<file path="src/inc/clock_control_defs.vh">
`ifndef CLOCK_CONTROL_DEFS_VH
`define CLOCK_CONTROL_DEFS_VH

// Clock source codes (decoded from the 4-bit select)
`define SRC_EXTERNAL       3'h0
`define SRC_RC_4MHZ        3'h1
`define SRC_RC_8MHZ        3'h2
`define SRC_WATCHDOG       3'h3
`define SRC_CRYSTAL        3'h4

// Factory defaults
`define DEFAULT_CLOCK_SOURCE_SELECT 4'h2
`define DEFAULT_STARTUP_TIME_SELECT 2'h2
`define DEFAULT_DIVIDE_BY_EIGHT     1'h0

// Fuse polarity
`define FUSE_PROGRAMMED    1'h0

// Start-up select codes
`define SUT_14CK           2'h0
`define SUT_14CK_4MS       2'h1
`define SUT_14CK_65MS      2'h2

// Start-up counts in selected-source clocks
`define WAKE_RC_CLOCKS      16'h0006
`define WAKE_CRYSTAL_SHORT  16'h0102
`define WAKE_CRYSTAL_MID    16'h0400
`define WAKE_CRYSTAL_LONG   16'h4000
`define RESET_SOURCE_CLOCKS 16'h000E

// Reset time-outs in watchdog-oscillator cycles
`define WDOG_SHORT_CYCLES  17'h01000
`define WDOG_LONG_CYCLES   17'h10000

// Divide-by-eight prescaler terminal count
`define PRESCALE_LAST      3'h7

// Register map (word-aligned byte addresses)
`define REG_CONTROL        4'h0
`define REG_STATUS         4'h4
`define REG_FUSES          4'h8

// Control register fields
`define CTRL_CORE_STOP     0
`define CTRL_PERIPH_STOP   1
`define CTRL_PMEM_STOP     2
`define CTRL_POWER_DOWN    3
`define CTRL_PRESCALE_OFF  4

// Status register fields
`define STAT_CORE_RUN      0
`define STAT_PERIPH_RUN    1
`define STAT_PMEM_RUN      2
`define STAT_IN_RESET      3
`define STAT_STARTING      4
`define STAT_ASYNC_IRQ     5
`define STAT_USI_START     6

`endif

</file>
<file path="src/clock_control.v">
// Implementation choices: the Avalon-MM register port and the register offsets.
`timescale 1ns/100ps
`include "clock_control_defs.vh"

module clock_control (
   // Clock and reset
   input  wire        clock,
   input  wire        rst,
   // Clock source ticks (levels from oscillator dividers, edge-detected here)
   input  wire        source_tick,
   input  wire        watchdog_tick,
   // Nonvolatile configuration fields
   input  wire [3:0]  clock_source_select,
   input  wire [1:0]  startup_time_select,
   input  wire        divide_by_eight_fuse,
   // Asynchronous wake inputs
   input  wire        ext_interrupt_pin,
   input  wire        usi_start_pin,
   // Avalon-MM slave
   input  wire [3:0]  address,
   input  wire        read,
   input  wire        write,
   input  wire [31:0] writedata,
   output reg  [31:0] readdata,
   output wire        waitrequest,
   // Clock enables, core reset, source code and wake flag toward the domains
   output reg         core_clock,
   output reg         peripheral_clock,
   output reg         program_memory_clock,
   output reg         core_reset,
   output reg  [2:0]  selected_source,
   output reg         async_wake
);

   // Overview of the start-up flow
   // After reset the sequencer first counts watchdog cycles
   // The count chosen by the start-up select is 0, 4096 or 65536
   // Reserved start-up code is treated like the no-delay code for the reset time-out
   // Then fourteen edges of the selected source are counted
   // Only then the core leaves reset and enables begin to pulse
   // Enables pulse once per source edge, or once per eight
   // The divide fuse reads zero when programmed
   // Software can bypass the divider through the control register
   // Power-down parks the sequencer until a wake source shows
   // Wake sources are the interrupt pin and the serial start pin
   // Both pins pass two flip-flops before anything reads them
   // On wake the power-down bit clears itself
   // The wake length is counted in source edges again
   // Internal RC wakes after six edges
   // Crystal wake length depends on select bit zero and start-up code
   // The three clock outputs toward the domains are one-cycle enables; core reset is a level
   // No derived clock is generated, so no clock crossing exists
   // Oscillator ticks arrive as levels and are edge-detected here
   // A tick shorter than two system clocks may be lost
   // The register bus always answers after one wait state

   // Start-up sequencer states
   localparam ST_RESET_WAIT = 2'h0;
   localparam ST_RESET_CK   = 2'h1;
   localparam ST_RUN        = 2'h2;
   localparam ST_WAKE       = 2'h3;

   reg  [1:0]  state;            // Sequencer state
   reg  [16:0] wdog_count;       // Watchdog-cycle counter
   reg  [15:0] src_count;        // Source-clock counter
   reg  [2:0]  prescale;         // Divide-by-eight counter
   reg  [4:0]  control;          // Software control bits
   reg         answered;         // Bus answer already given
   reg  [1:0]  irq_sync;         // Interrupt pin synchroniser
   reg  [1:0]  usi_sync;         // Serial start synchroniser
   reg  [1:0]  src_sync;         // Source tick synchroniser
   reg  [1:0]  wdg_sync;         // Watchdog tick synchroniser
   reg         src_prev;         // Source tick edge history
   reg         wdg_prev;         // Watchdog tick edge history
   reg  [16:0] wdog_target;      // Reset time-out length
   reg  [15:0] wake_target;      // Wake-up length
   reg  [2:0]  next_source;      // Decoded source
   reg         factory_default;  // Fuse fields hold shipped values
   wire        src_edge;         // Selected source rose
   wire        wdg_edge;         // Watchdog oscillator rose
   wire        divide_on;        // Prescaler active
   wire        sys_tick;         // System clock enable after prescale
   wire        sleeping;         // Power-down requested

   assign src_edge  = src_sync[1] & ~src_prev;
   assign wdg_edge  = wdg_sync[1] & ~wdg_prev;
   // Programmed fuse reads as zero
   assign divide_on = (divide_by_eight_fuse == `FUSE_PROGRAMMED) & ~control[`CTRL_PRESCALE_OFF];
   assign sys_tick  = src_edge & (~divide_on | (prescale == `PRESCALE_LAST));
   assign sleeping  = control[`CTRL_POWER_DOWN];
   // One wait state on every access
   assign waitrequest = (read | write) & ~answered;

   // Source decode from select field
   always @* begin
      case (clock_source_select[3:1])
         3'h0:    next_source = `SRC_EXTERNAL;
         3'h1:    next_source = `SRC_RC_4MHZ;
         3'h2:    next_source = `SRC_RC_8MHZ;
         3'h3:    next_source = `SRC_WATCHDOG;
         default: next_source = `SRC_CRYSTAL;
      endcase
   end

   // Reset time-out from start-up select
   always @* begin
      case (startup_time_select)
         `SUT_14CK_4MS:  wdog_target = `WDOG_SHORT_CYCLES;
         `SUT_14CK_65MS: wdog_target = `WDOG_LONG_CYCLES;
         default:        wdog_target = 17'h00000;
      endcase
   end

   // Wake-up length depends on source
   always @* begin
      if (next_source == `SRC_CRYSTAL) begin
         if (clock_source_select[0] == 1'b0 && startup_time_select[1] == 1'b0)
            wake_target = `WAKE_CRYSTAL_SHORT;
         else if (clock_source_select[0] == 1'b0 || startup_time_select == 2'h0)
            wake_target = `WAKE_CRYSTAL_MID;
         else
            wake_target = `WAKE_CRYSTAL_LONG;
      end else begin
         wake_target = `WAKE_RC_CLOCKS;
      end
   end

   // Synchroniser notes
   // Pins and oscillator ticks come from outside the clock domain
   // The first stage may go metastable and is never read by logic
   // Only the second stage feeds edge detectors and wake logic
   // Edge history registers reset low, matching idle tick level
   // So no false edge follows the release of reset
   // Two-stage synchronisers for pins and oscillator ticks
   always @(posedge clock or posedge rst) begin
      if (rst) begin
         irq_sync <= 2'h0;
         usi_sync <= 2'h0;
         src_sync <= 2'h0;
         wdg_sync <= 2'h0;
         src_prev <= 1'b0;
         wdg_prev <= 1'b0;
      end else begin
         irq_sync <= {irq_sync[0], ext_interrupt_pin};
         usi_sync <= {usi_sync[0], usi_start_pin};
         src_sync <= {src_sync[0], source_tick};
         wdg_sync <= {wdg_sync[0], watchdog_tick};
         src_prev <= src_sync[1];
         wdg_prev <= wdg_sync[1];
      end
   end

   // Wake sources seen without any domain clock running
   always @(posedge clock or posedge rst) begin
      if (rst)
         async_wake <= 1'b0;
      else
         async_wake <= irq_sync[1] | usi_sync[1];
   end

   // Prescaler counting source edges
   always @(posedge clock or posedge rst) begin
      if (rst)
         prescale <= 3'h0;
      else if (src_edge)
         prescale <= prescale + 3'h1;
   end

   // Sequencer notes
   // Reset wait counts watchdog edges up to the chosen time-out
   // A zero time-out leaves this state at the first clock, before any watchdog edge
   // Reset count state adds fourteen source edges
   // Run state waits for a power-down request
   // Wake state holds its counter at zero while still asleep
   // Once a wake source shows, source edges are counted
   // The counter compares against the decoded wake length
   // Counters only move on detected edges, never every clock
   // Fuse fields are assumed static while the sequencer runs
   // Start-up sequencer
   always @(posedge clock or posedge rst) begin
      if (rst) begin
         state      <= ST_RESET_WAIT;
         wdog_count <= 17'h00000;
         src_count  <= 16'h0000;
      end else begin
         case (state)
            ST_RESET_WAIT: begin
               // Supply settle counted in watchdog cycles
               if (wdog_count >= wdog_target) begin
                  state     <= ST_RESET_CK;
                  src_count <= 16'h0000;
               end else if (wdg_edge) begin
                  wdog_count <= wdog_count + 17'h00001;
               end
            end
            ST_RESET_CK: begin
               // Fixed source clocks after the time-out
               if (src_count >= `RESET_SOURCE_CLOCKS)
                  state <= ST_RUN;
               else if (src_edge)
                  src_count <= src_count + 16'h0001;
            end
            ST_RUN: begin
               if (sleeping) begin
                  state     <= ST_WAKE;
                  src_count <= 16'h0000;
               end
            end
            ST_WAKE: begin
               // Stay down until woken, then count source clocks
               if (sleeping && !async_wake)
                  src_count <= 16'h0000;
               else if (src_count >= wake_target)
                  state <= ST_RUN;
               else if (src_edge)
                  src_count <= src_count + 16'h0001;
            end
            default: state <= ST_RESET_WAIT;
         endcase
      end
   end

   // Enable notes
   // Every enable is a registered copy of the system tick
   // Core and program memory stop together with the core stop bit
   // Program memory can also be stopped on its own
   // Peripherals may keep running while the core is stopped
   // Nothing pulses while in reset, starting or asleep
   // Core reset stays high through both reset counting states
   // Domain clock enables
   always @(posedge clock or posedge rst) begin
      if (rst) begin
         core_clock           <= 1'b0;
         peripheral_clock     <= 1'b0;
         program_memory_clock <= 1'b0;
         core_reset           <= 1'b1;
         selected_source      <= `SRC_EXTERNAL;
      end else begin
         selected_source <= next_source;
         core_reset      <= (state == ST_RESET_WAIT) || (state == ST_RESET_CK);
         // Core gated off while starting or stopped
         core_clock <= sys_tick & (state == ST_RUN) & ~control[`CTRL_CORE_STOP];
         // Flash interface follows the core
         program_memory_clock <= sys_tick & (state == ST_RUN) & ~control[`CTRL_CORE_STOP]
                                 & ~control[`CTRL_PMEM_STOP];
         // Peripherals keep running while core idles
         peripheral_clock <= sys_tick & (state == ST_RUN) & ~control[`CTRL_PERIPH_STOP];
      end
   end

   // Bus notes
   // A request raises waitrequest at once
   // The answered flag rises at the first edge of the request
   // Waitrequest then drops and the second edge takes the access
   // The flag clears again so a back-to-back request waits too
   // Unmapped addresses read zero and ignore writes
   // Bus answer after one wait cycle
   always @(posedge clock or posedge rst) begin
      if (rst)
         answered <= 1'b0;
      else
         answered <= (read | write) & ~answered;
   end

   // Control register writes; power-down self-clears on wake
   always @(posedge clock or posedge rst) begin
      if (rst) begin
         control <= 5'h00;
      end else if (write && answered && address == `REG_CONTROL) begin
         control <= writedata[4:0];
      end else if (state == ST_WAKE && async_wake) begin
         control[`CTRL_POWER_DOWN] <= 1'b0;
      end
   end

   // Read notes
   // Read data loads at the first edge of a read
   // It then stands unchanged while the master takes it
   // Status shows live run and wake states
   // Fuse read-back shows the raw fields and the decoded source
   // Read data mux
   always @(posedge clock or posedge rst) begin
      if (rst) begin
         readdata <= 32'h00000000;
      end else if (read && !answered) begin
         case (address)
            `REG_CONTROL: readdata <= {27'h0000000, control};
            `REG_STATUS:  readdata <= {24'h000000, factory_default, usi_sync[1], irq_sync[1],
                                       state == ST_WAKE, core_reset,
                                       ~control[`CTRL_CORE_STOP] & (state == ST_RUN),
                                       ~control[`CTRL_PERIPH_STOP] & (state == ST_RUN),
                                       ~control[`CTRL_PMEM_STOP] & (state == ST_RUN)};
            `REG_FUSES:   readdata <= {22'h000000, next_source, divide_by_eight_fuse,
                                       startup_time_select, clock_source_select};
            default:      readdata <= 32'h00000000;
         endcase
      end
   end

   // Factory notes
   // Shipped fields select the 4 MHz RC with longest start-up
   // The divide fuse is programmed, so start runs at one eighth
   // Software can see in status whether that setting is in place
   // Factory configuration recognised from the fuse fields
   always @(posedge clock or posedge rst) begin
      if (rst)
         factory_default <= 1'b0;
      else
         factory_default <= (clock_source_select == `DEFAULT_CLOCK_SOURCE_SELECT)
                            & (startup_time_select == `DEFAULT_STARTUP_TIME_SELECT)
                            & (divide_by_eight_fuse == `DEFAULT_DIVIDE_BY_EIGHT);
   end
endmodule

</file>
<file path="config.mk">
export PLATFORM = sky130hd
export DESIGN_NAME = clock_control
export DESIGN_NICKNAME = d
export VERILOG_FILES = /design/src/clock_control.v
export VERILOG_INCLUDE_DIRS = /design/src /design/src/inc
export SDC_FILE = /design/constraint.sdc
export NUM_CORES = 1
export LEC_CHECK = 0
export BUFFER_PORTS_ARGS = -buffer_cell sky130_fd_sc_hd__buf_2
export CORE_ASPECT_RATIO = 1.75
export CORE_MARGIN = 2
export CORE_UTILIZATION = 55
export CTS_BUF_LIST = sky130_fd_sc_hd__clkbuf_2 sky130_fd_sc_hd__clkbuf_4 sky130_fd_sc_hd__clkbuf_8
export DETAILED_ROUTE_END_ITERATION = 10
export PLACE_DENSITY = 0.91
export SLEW_MARGIN = 10
export SYNTH_ARGS = -nofsm -noshare
export SYNTH_HDL_FRONTEND = slang
export SYNTH_SLANG_ARGS = --single-unit
</file>
<file path="constraint.sdc">
create_clock -name clock -period 3.3 [get_ports clock]
set_input_delay 0.165 -clock clock [delete_from_list [all_inputs] [get_ports clock]]
set_output_delay 0.165 -clock clock [all_outputs]
set_load 0.1 [all_outputs]
</file>
=== After elaboration in Yosys (flattened, before gate mapping) ===
Cells that the tools add are included.
W data, S select, Z words.

* Word-level logic and storage cells: 115
* Input port bits: 51
* Register bits: 95
* Output and inout bits: 41

* Eq/ne operators: 20
* Bitwise gates (word level): 29
* Add/subtract/negate cells: 3
* $lt $le $gt $ge: 3
* Multiplexer cells: 21
* Reduce and logical (&&, ||, !) cells: 18

{| class="wikitable"
|+ Operators by type and width
! operator !! number
|-
| $mux W16 || 7
|-
| $pmux W16 S4 || 1
|-
| $pmux W17 S2 || 1
|-
| $mux W15 || 2
|-
| $pmux W10 S3 || 1
|-
| $add A17 B1 Y17 const B || 1
|-
| $ge A17 B17 Y1 || 1
|-
| $add A16 B1 Y16 const B || 1
|-
| $ge A16 B16 Y1 || 1
|-
| $ge A16 B4 Y1 const B || 1
|-
| $and A1 B1 Y1 || 14
|-
| $ne A2 B2 Y1 const B || 6
|-
| $not A1 Y1 || 12
|-
| $pmux W3 S4 || 1
|-
| $mux W2 || 5
|-
| $pmux W2 S4 || 1
|-
| $eq A2 B2 Y1 const B || 3
|-
| $eq A3 B2 Y1 const B || 2
|-
| $eq A3 B3 Y1 const B || 2
|-
| $logic_and A1 B1 Y1 || 6
|-
| $reduce_and A5 Y1 || 1
|-
| $eq A2 B1 Y1 const B || 2
|-
| $eq A4 B2 Y1 const B || 1
|-
| $eq A4 B3 Y1 const B || 1
|-
| 14 further kinds || 20
|}

=== Logic depth before layout (Yosys ltp) ===
Gate-level depths: netlist of run 1.

* Depth in word-level cells: 9
* Mapped depth: 11
* Gate-level depth less buffers: 9

=== Least setup slack after synthesis of run 1 ===
OpenSTA, ideal clock, no wires.

* Path type: register to register
* Start: reg wdog_count[12]
* End: reg src_count[0]
* Clock period less this slack: 2481 ps
* Data arrival time: 2343 ps
* Required time: 3163 ps
* Library setup time: 137 ps
* Slack: 819 ps
* Stages on the path, launching flop included: 11
* Buffers on the path: 2
* Path through: dfrtp_1 > inv_1 > ha_1 > or4b_1 > a2111o_1 > or2_1 > o211ai_2 > or3_1 > buf_2 > buf_6 > o22ai_1

* Word-level cells in the longest chain between the ends: 3

{| class="wikitable"
|+ RTL lines
! item !! RTL line !! text
|-
| start, declared || clock_control.v:64 || <nowiki>reg [16:0] wdog_count;</nowiki>
|-
| start signal, assigned || clock_control.v:193 || <nowiki>wdog_count <= wdog_count + 17'h00001;</nowiki>
|-
| $ge A17 B17 Y1 || clock_control.v:189 || <nowiki>if (wdog_count >= wdog_target) begin</nowiki>
|-
| $ne A2 B2 Y1 (no source line) || - ||
|-
| $reduce_and A4 Y1 (no source line) || - ||
|-
| end signal, assigned || clock_control.v:201 || <nowiki>src_count <= src_count + 16'h0001;</nowiki>
|-
| end signal, assigned || clock_control.v:216 || <nowiki>src_count <= src_count + 16'h0001;</nowiki>
|-
| end, declared || clock_control.v:65 || <nowiki>reg [15:0] src_count;</nowiki>
|}

No other way between the ends.
A chain may end at the register's enable or synchronous reset.

=== Worst setup path after layout of run 1 ===
Same ends and word-level chain as after synthesis.

==> results of run 1 <==
cell usage after synthesis (all sizes together), types with 6 or more instances:
| cell | count | area share, % |
|---|---|---|
| buf | 26 | 5.1 |
| xor2 | 7 | 1.6 |
| o21ai | 22 | 2.9 |
| nand2b | 6 | 1.0 |
| inv | 13 | 1.3 |
| ha | 13 | 4.4 |
| nand3 | 17 | 2.3 |
| nor2 | 32 | 3.2 |
| o31ai | 20 | 4.0 |
| dfrtp | 72 | 48 |
| nand2 | 43 | 4.3 |
| and2 | 6 | 1.0 |
| nor3 | 10 | 1.7 |
| clkbuf | 11 | 1.1 |
| xnor2 | 10 | 2.3 |
layer usage:
metal / share of wire, % / vias to the layer above / GRT usage, %
li1: - / 1375 / -
met2: 54 / 107 / 38.13
met1: 39 / 1463 / 27.24
met4: 3.5 / 0 / 13.06
met5: 0 / - / 0
met3: 4.3 / 21 / 4.076
final cells by class:
class,instances,area (um2)
flip-flops and latches,73,1828
inverters,13,48.80
multi-input cells,273,1704
clock inverters,6,115.1
repair buffers,51,290.3
well taps,82,102.6
clock buffers,10,131.4
fillers,500,2318
layout by cell type, fill, tap and decap left out, types with 4 or more instances in the layout:
master,netlist,routed
nor3_1,7,7
clkbuf_8,0,9
buf_4,22,4
mux2_2,5,5
and2_1,6,6
nor2b_1,5,5
and3_1,4,4
dfrtp_1,72,72
conb_1,1,22
o31ai_1,20,20
ha_1,13,13
xor2_1,7,7
o21ai_0,19,19
buf_2,3,42
dlygate4sd3_1,0,5
nor4_1,5,5
a22oi_1,5,5
xnor2_1,10,10
nand2_1,43,43
nand3_1,17,17
inv_1,13,12
nor2_1,32,32
nand2b_1,6,6
through the flow:
stage	setup slack [ns]	total power [uW]	cell area [um2]	cells
2_1_floorplan	0.8194	1685	3814	396
3_3_place_gp	0.6310	1753	3924	487
3_5_place_dp	0.5596	1786	3924	487
4_1_cts	0.5412	2660	4220	508
5_1_grt	0.3651	2781	4220	508
6_report	0.5460	2649	4220	508
critical path: cells and delay by family (launching register included):
kind            cells  cell delay (ns)
simple gates        3             1.21
compound gates      3             0.75
flops               1             0.36
fa+ha+maj           1             0.16
buf+inv             1             0.14
power groups by stage:
| stage | sequential [uW] | combinational (uW) | clock, uW |
|---|---|---|---|
| after global placement | 1100 | 648 | 0 |
| after CTS | 1100 | 685 | 878 |
| final | 1100 | 687 | 861 |
| after floorplan | 1150 | 531 | 0 |
| after global routing | 1110 | 753 | 915 |
| after detailed placement | 1110 | 671 | 0 |
logic make-up after synthesis:
family                   Yosys count  share of synthesized area, %
flip-flops                        73                         48.94
other                              1                        0.1004
multiplexers                       5                         1.507
buffers and inverters             50                         7.538
AO/OA/AOI/OAI                     73                         13.53
XOR/XNOR                          17                         3.987
adder cells (fa/ha/maj)           13                         4.355
AND/OR/NAND/NOR                  143                         20.03
registers in the layout, indices dropped and copies added (netlist names), 2 cells and up:
signal	cells
irq_sync	2
prescale	3
selected_source	3
control	5
wdg_sync	2
readdata	10
state	2
src_count	16
wdog_count	17
src_sync	2
usi_sync	2
worst max-delay path by stage:
stage | startpoint | endpoint | slack [ns] | cells after the start
2_1_floorplan | wdog_count[12]$_DFFE_PP0P_ | src_count[0]$_DFFE_PP0P_ | 0.82 | 10
3_3_place_gp | wdog_count[12]$_DFFE_PP0P_ | src_count[0]$_DFFE_PP0P_ | 0.63 | 8
3_5_place_dp | wdog_count[12]$_DFFE_PP0P_ | src_count[0]$_DFFE_PP0P_ | 0.56 | 8
4_1_cts | wdog_count[12]$_DFFE_PP0P_ | src_count[0]$_DFFE_PP0P_ | 0.54 | 8
5_1_grt | wdog_count[12]$_DFFE_PP0P_ | src_count[0]$_DFFE_PP0P_ | 0.37 | 8
6_report | wdog_count[12]$_DFFE_PP0P_ | src_count[0]$_DFFE_PP0P_ | 0.55 | 8
==> metrics.csv, run 1 <==
metric,value,unit
hold_class,input pin to flop,
maxSlewViolCount,0,
grt_pass1_vias,2855,
rsz0062_at_grt,false,
cp_max_fo,15,
r2r_cells,8,
drt-pass1-iter-count,6,
max-cap-violations,0,
cts_tree,yes,
peakVddDrop,314.8,uV
cts_root_buffer,clkbuf_8,
endpoint_kind,flop,
clock-skew-final,0.01177,ns
num_vias,2966,
rr_endpoint,src_count[0]$_DFFE_PP0P_,
drt_iter0_drc,366,
synth_ff_type,dfrtp_1,
yosysSeqAreaShare,48.94,%
cts-resized-gates,0,
sw_frac_of_total,36.08,%
routed_wl,7.829,mm
via_per_inst,5.839,
max_stage_delay,0.50,ns
timing.rr.start,wdog_count[12]$_DFFE_PP0P_,
routabilityCongestion,0.8239,
switchingPower,955.8,uW
status,"complete, no violations",
clkPwrFrac,32.5,%
syn_area_per_cell,9.960,um2
worstHoldStart,writedata[4],
drc,0,
dpl.hpwl,5.564,mm
leakagePower,0.002003,uW
synth_area,0.003735,mm2
area_growth,13.00,%
track_usage,22.92,%
power_density,627.7,mW/mm2
hold_viol,0,
internal-power,1693,uW
worstSetupPathType,flop to flop,
max_freq,363.1,MHz
finalSetupTns,0,ns
clock_latency,0.36,ns
grt_max_degree,33,
path_cells,inv_1 -> ha_1 -> or4b_1 -> a2111o_1 -> or2_1 -> o211ai_2 -> or3_1 -> o22ai_1,
synthArstFlopShare,100.0,%
whs_endpoint,control[4]$_DFFE_PP0P_,
path_clk_slew,0.08,ns
combPwrFrac,25.9,%
design.core.area,0.006539,mm2
whs_path_depth,3,
cp_data_arrival_time,2.98,ns
setup-violations-final,0,
clkSinkCount,73,
period_share,83.46,%
antenna_cells,0,
hold_ws,0.02211,ns
post_cts_buffers,0,
initial_core_util,57.12,%
ff2ff_setup_slack,0.55,ns
synth_edf_count,0,
clockBufferDepth,2,
synth.distinct_cells,56,
power_frac_seq,41.6,%
fin_util,64.54,%
drive_gt1_share,18.31,%
grt_antenna_before_repair,0,
grt.overflow.total,0,
cts-hold-fix-buffers,5,
die-area,0.007491,mm2
synth_cells,375,
rows,39,
die_w,66.29,um
antenna_left,0,
wl_per_cell,15.41,um
numCtsBuffers,9,
grt_pass1_wl,13.27,mm
portBuffers,42,
nets,485,
synth-seq-cells,73,
maxSlewHeadroom,54.32,%
fin_crit,2.754,ns
start_kind,flop,
worstPathRequired,3.53,ns
slowest_stage,or3_1,
yosys_warnings,0,
ioPinCount,92,
die_h,113.0,um
h-tree-depth,3,
worst_slew_pin_slew,0.6789,ns
No activity file was read; power rests on OpenSTA's default activity.
==> run 2: changes to the inputs <==
--- a/config.mk
+++ b/config.mk
@@ -6,13 +6,14 @@
 export SDC_FILE = /design/constraint.sdc
 export NUM_CORES = 1
 export LEC_CHECK = 0
+export ABC_AREA = 1
 export BUFFER_PORTS_ARGS = -buffer_cell sky130_fd_sc_hd__buf_2
 export CORE_ASPECT_RATIO = 1.75
 export CORE_MARGIN = 2
 export CORE_UTILIZATION = 55
 export CTS_BUF_LIST = sky130_fd_sc_hd__clkbuf_2 sky130_fd_sc_hd__clkbuf_4 sky130_fd_sc_hd__clkbuf_8
 export DETAILED_ROUTE_END_ITERATION = 10
-export PLACE_DENSITY = 0.91
+export PLACE_DENSITY = 0.9
 export SLEW_MARGIN = 10
 export SYNTH_ARGS = -nofsm -noshare
 export SYNTH_HDL_FRONTEND = slang
==> constraint.sdc (replaced) <==
create_clock -name clock -period 2.55 [get_ports clock]
set_input_delay 0.1275 -clock clock [delete_from_list [all_inputs] [get_ports clock]]
set_output_delay 0.1275 -clock clock [all_outputs]
set_load 0.1 [all_outputs]
==> run 2 against run 1 <==
  * Synthesized area increased by 11%
  * Global-route usage is 0.61 points lower
  * Cell area up 9.5%
  * Core utilization shrank 1.1 points
  * Worst setup slack got worse by 0.35 ns
  * Clock skew rose by 0.0048 ns
  * First-iteration DRC count decreased by 12%
  * Wire length rose by 12%
  * Sequential share of layout area decreased by 3.8 points
  * Sequential power is 21% higher
  * Count of clock-buffer cells in the layout is 2 higher
  * Critical path type is now input pin to flop
  * Critical endpoint is now src_count[8]$_DFFE_PP0P_
  * Largest cell class is now multi-input gates
==> metrics.csv, run 2 <==
metric,value,unit,change
reg.largest.list,"wdog_count: 17 flops, src_count: 16 flops, readdata: 10 flops",,
final_common_cell,nand2_1,,
peakVddDrop,420.9,uV,+34%
maxSlewHeadroom,55.34,%,+1.0 points
worstSetupPathType,input pin to flop,,
num_vias,3607,,+22%
synth_cells,547,,+46%
power_density,652.5,mW/mm2,+3.9%
seqCellArea,0.001828,mm2,unchanged
yosysMostFrequentCell,nand2_1,,
top_register,wdog_count,,
drt_iter0_drc,322,,-12%
synth_area,0.004145,mm2,+11%
largest_reg_flops,17,,unchanged
grt_pass1_wl,14.90,mm,+12%
design.core.area,0.007284,mm2,+11%
switchingPower,1162,uW,+22%
grt_max_degree,74,,+120%
clock-skew-final,0.01656,ns,+0.004794 ns
synth_area_leaders,"dfrtp_1 (43%), nand2_1 (15%), nor2_1 (6.4%)",,
initial_core_util,56.90,%,-0.21 points
grt_antenna_before_repair,0,,unchanged
die_h,118.8,um,+5.2%
wl_met2,4.755,mm,+13%
maxSlewViolCount,0,,unchanged
fin_util,63.47,%,-1.1 points
nets,666,,+37%
period_share,92.27,%,
fin_crit,2.353,ns,
synthTopCellsByCount,"nand2_1 (167), dfrtp_1 (72), nor2_1 (71)",,
combPwrFrac,28.3,%,+2.4 points
grt.overflow.total,0,,unchanged
fillerInstances,599,,+20%
track_usage,22.32,%,-0.61 points
rsz0062_at_grt,false,,
yosysSeqAreaShare,44.10,%,-4.8 points
portBuffers,42,,unchanged
synth_top_area_share,43.47,%,-4.8 points
start_kind,input pin,,
drive_gt1_share,15.16,%,-3.2 points
synth_edf_count,0,,unchanged
cts_root_buffer,clkbuf_8,,
worst_slew_pin_slew,0.6615,ns,-0.01747 ns
cts_tree,yes,,
multi_input_area,0.001952,mm2,+15%
die_w,69.63,um,+5.0%
post-synth-top-area-cell,dfrtp_1,,
fin_area,0.004623,mm2,+9.5%
mostFrequentLayoutCells,"nand2_1 (167), dfrtp_1 (72), nor2_1 (71), inv_1 (51), buf_2 (42)",,
wl_met1,3.346,mm,+11%
synth_ff_type,dfrtp_1,,
place_area,0.004342,mm2,+11%
status,"complete, no violations",,
power_frac_seq,43.9,%,+2.3 points
synth-seq-cells,73,,unchanged
wl_per_cell,12.68,um,-18%
drc,0,,unchanged
antenna_cells,0,,unchanged
yosys_warnings,0,,unchanged
cp_max_fo,10,,-5
h-tree-depth,3,,unchanged
synthArstFlopShare,100.0,%,unchanged
via_per_inst,5.205,,-11%
routabilityCongestion,0.9433,,+14%
drt-pass1-iter-count,5,,-1
worstPathRequired,2.81,ns,-0.72 ns
leakagePower,0.002463,uW,+23%
finalSetupTns,0,ns,unchanged
internal-power,1854,uW,+9.5%
ioPinCount,92,,unchanged
dpl.hpwl,6.187,mm,+11%
rows,41,,+5.1%
max-cap-violations,0,,unchanged
die-area,0.008275,mm2,+10%
syn_area_per_cell,7.578,um2,-24%
top_layer,met4,,
path_clk_slew,0.08,ns,about the same
cp_data_arrival_time,2.61,ns,-0.37 ns
route.met3.wl,365,um,+9.3%
endpoint_kind,flop,,
grt_pass1_vias,3455,,+21%
clock_latency,0.37,ns,about the same
synth.distinct_cells,35,,-38%
clkPwrFrac,27.7,%,-4.8 points
hold_viol,0,,unchanged
area_growth,11.53,%,
hold_class,input pin to flop,,
sw_frac_of_total,38.54,%,+2.5 points
numCtsBuffers,9,,unchanged
finalPower,3017,uW,+14%
routed_wl,8.785,mm,+12%
clkSinkCount,73,,unchanged
clockBufferDepth,2,,unchanged
antenna_left,0,,unchanged
max_freq,425.0,MHz,
setup-violations-final,0,,unchanged
==> run 2: final timing paths <==
path                                            startpoint  cells past startpoint  slack, ns                        end
worst max-delay path                clock_source_select[3]                     15       0.20   src_count[8]$_DFFE_PP0P_
worst min-delay path                          writedata[2]                      2       0.02     control[2]$_DFFE_PP0P_
worst max register to register  wdog_count[16]$_DFFE_PP0P_                     11       0.54  wdog_count[9]$_DFFE_PP0P_
worst min register to register       src_sync[0]$_DFF_PP0_                      0       0.35      src_sync[1]$_DFF_PP0_
max in group asynchronous                              rst                      4       1.83       core_reset$_DFF_PP1_
min in group asynchronous                              rst                      4       0.39       core_clock$_DFF_PP0_
==> run 2: logic make-up (layout without fill, tap and decap cells) <==
logic type / Yosys count / in the layout / synth area share, %
muxes: 1 / 1 / 0.2716
DFF: 73 / 73 / 44.10
buffers and inverters: 90 / 129 / 10.84
and+or+nand+nor: 305 / 305 / 31.69
adders and majority gates: 13 / 13 / 3.924
AOI/OAI and AO/OA: 53 / 53 / 6.761
xor gates and xnor gates: 11 / 11 / 2.324
other: 1 / 22 / 0.09047
==> run 2: final cells by class <==
| class | count | area share, % |
|---|---|---|
| clock buffer | 12 | 3.302 |
| clock inverter | 4 | 0.6225 |
| inverter | 59 | 4.790 |
| multi-input combinational | 405 | 42.22 |
| sequential | 73 | 39.54 |
| tap | 86 | 2.327 |
| timing repair buffer | 54 | 7.199 |
==> run 2: worst max-delay path: stages <==
cell and delay [ns]:
dlygate4sd3_1 0.52, buf_2 0.21, o21ai_0 0.17, or2_2 0.33, ha_1 0.30, nand4_1 0.09
nor2_1 0.09, nand2_1 0.06, nand2_1 0.09, nand2_1 0.05, nor2_1 0.19, nor2_4 0.06
buf_4 0.18, nand2_1 0.08, nand2_1 0.06
==> run 2: power by group through the flow <==
stage	logic [uW]	clock network (uW)	registers (uW)
after floorplan	589	0	1440
after global placement	784	0	1340
after detailed placement	802	0	1340
after CTS	817	848	1320
after global routing	923	905	1340
final	854	837	1330
==> run 2: routing by layer <==
layer  vias up  GRT usage, %
met5         -             0
met4         0         12.98
met3        34         4.484
met2       110         39.36
met1      1677         24.48
li1       1786             -
==> run 2: timing repair <==
item | in CTS | in global routing
setup buffers | 0 | 2
hold endpoints to repair | 79 | 0
endpoints found under the setup margin | 0 | 16
resized for setup | 0 | 1
hold buffers | 8 | 0
==> run 2: metrics by stage <==
step / setup slack (ns) / instances / hold slack [ns]
6_report: 0.1971 / 693 / 0.01823
5_1_grt: 0.06658 / 693 / 0.01070
4_1_cts: 0.2049 / 691 / 0.004944
3_5_place_dp: 0.3636 / 667 / 0.2368
3_3_place_gp: 0.3868 / 667 / 0.2349
2_1_floorplan: 0.5709 / 568 / 0.1589
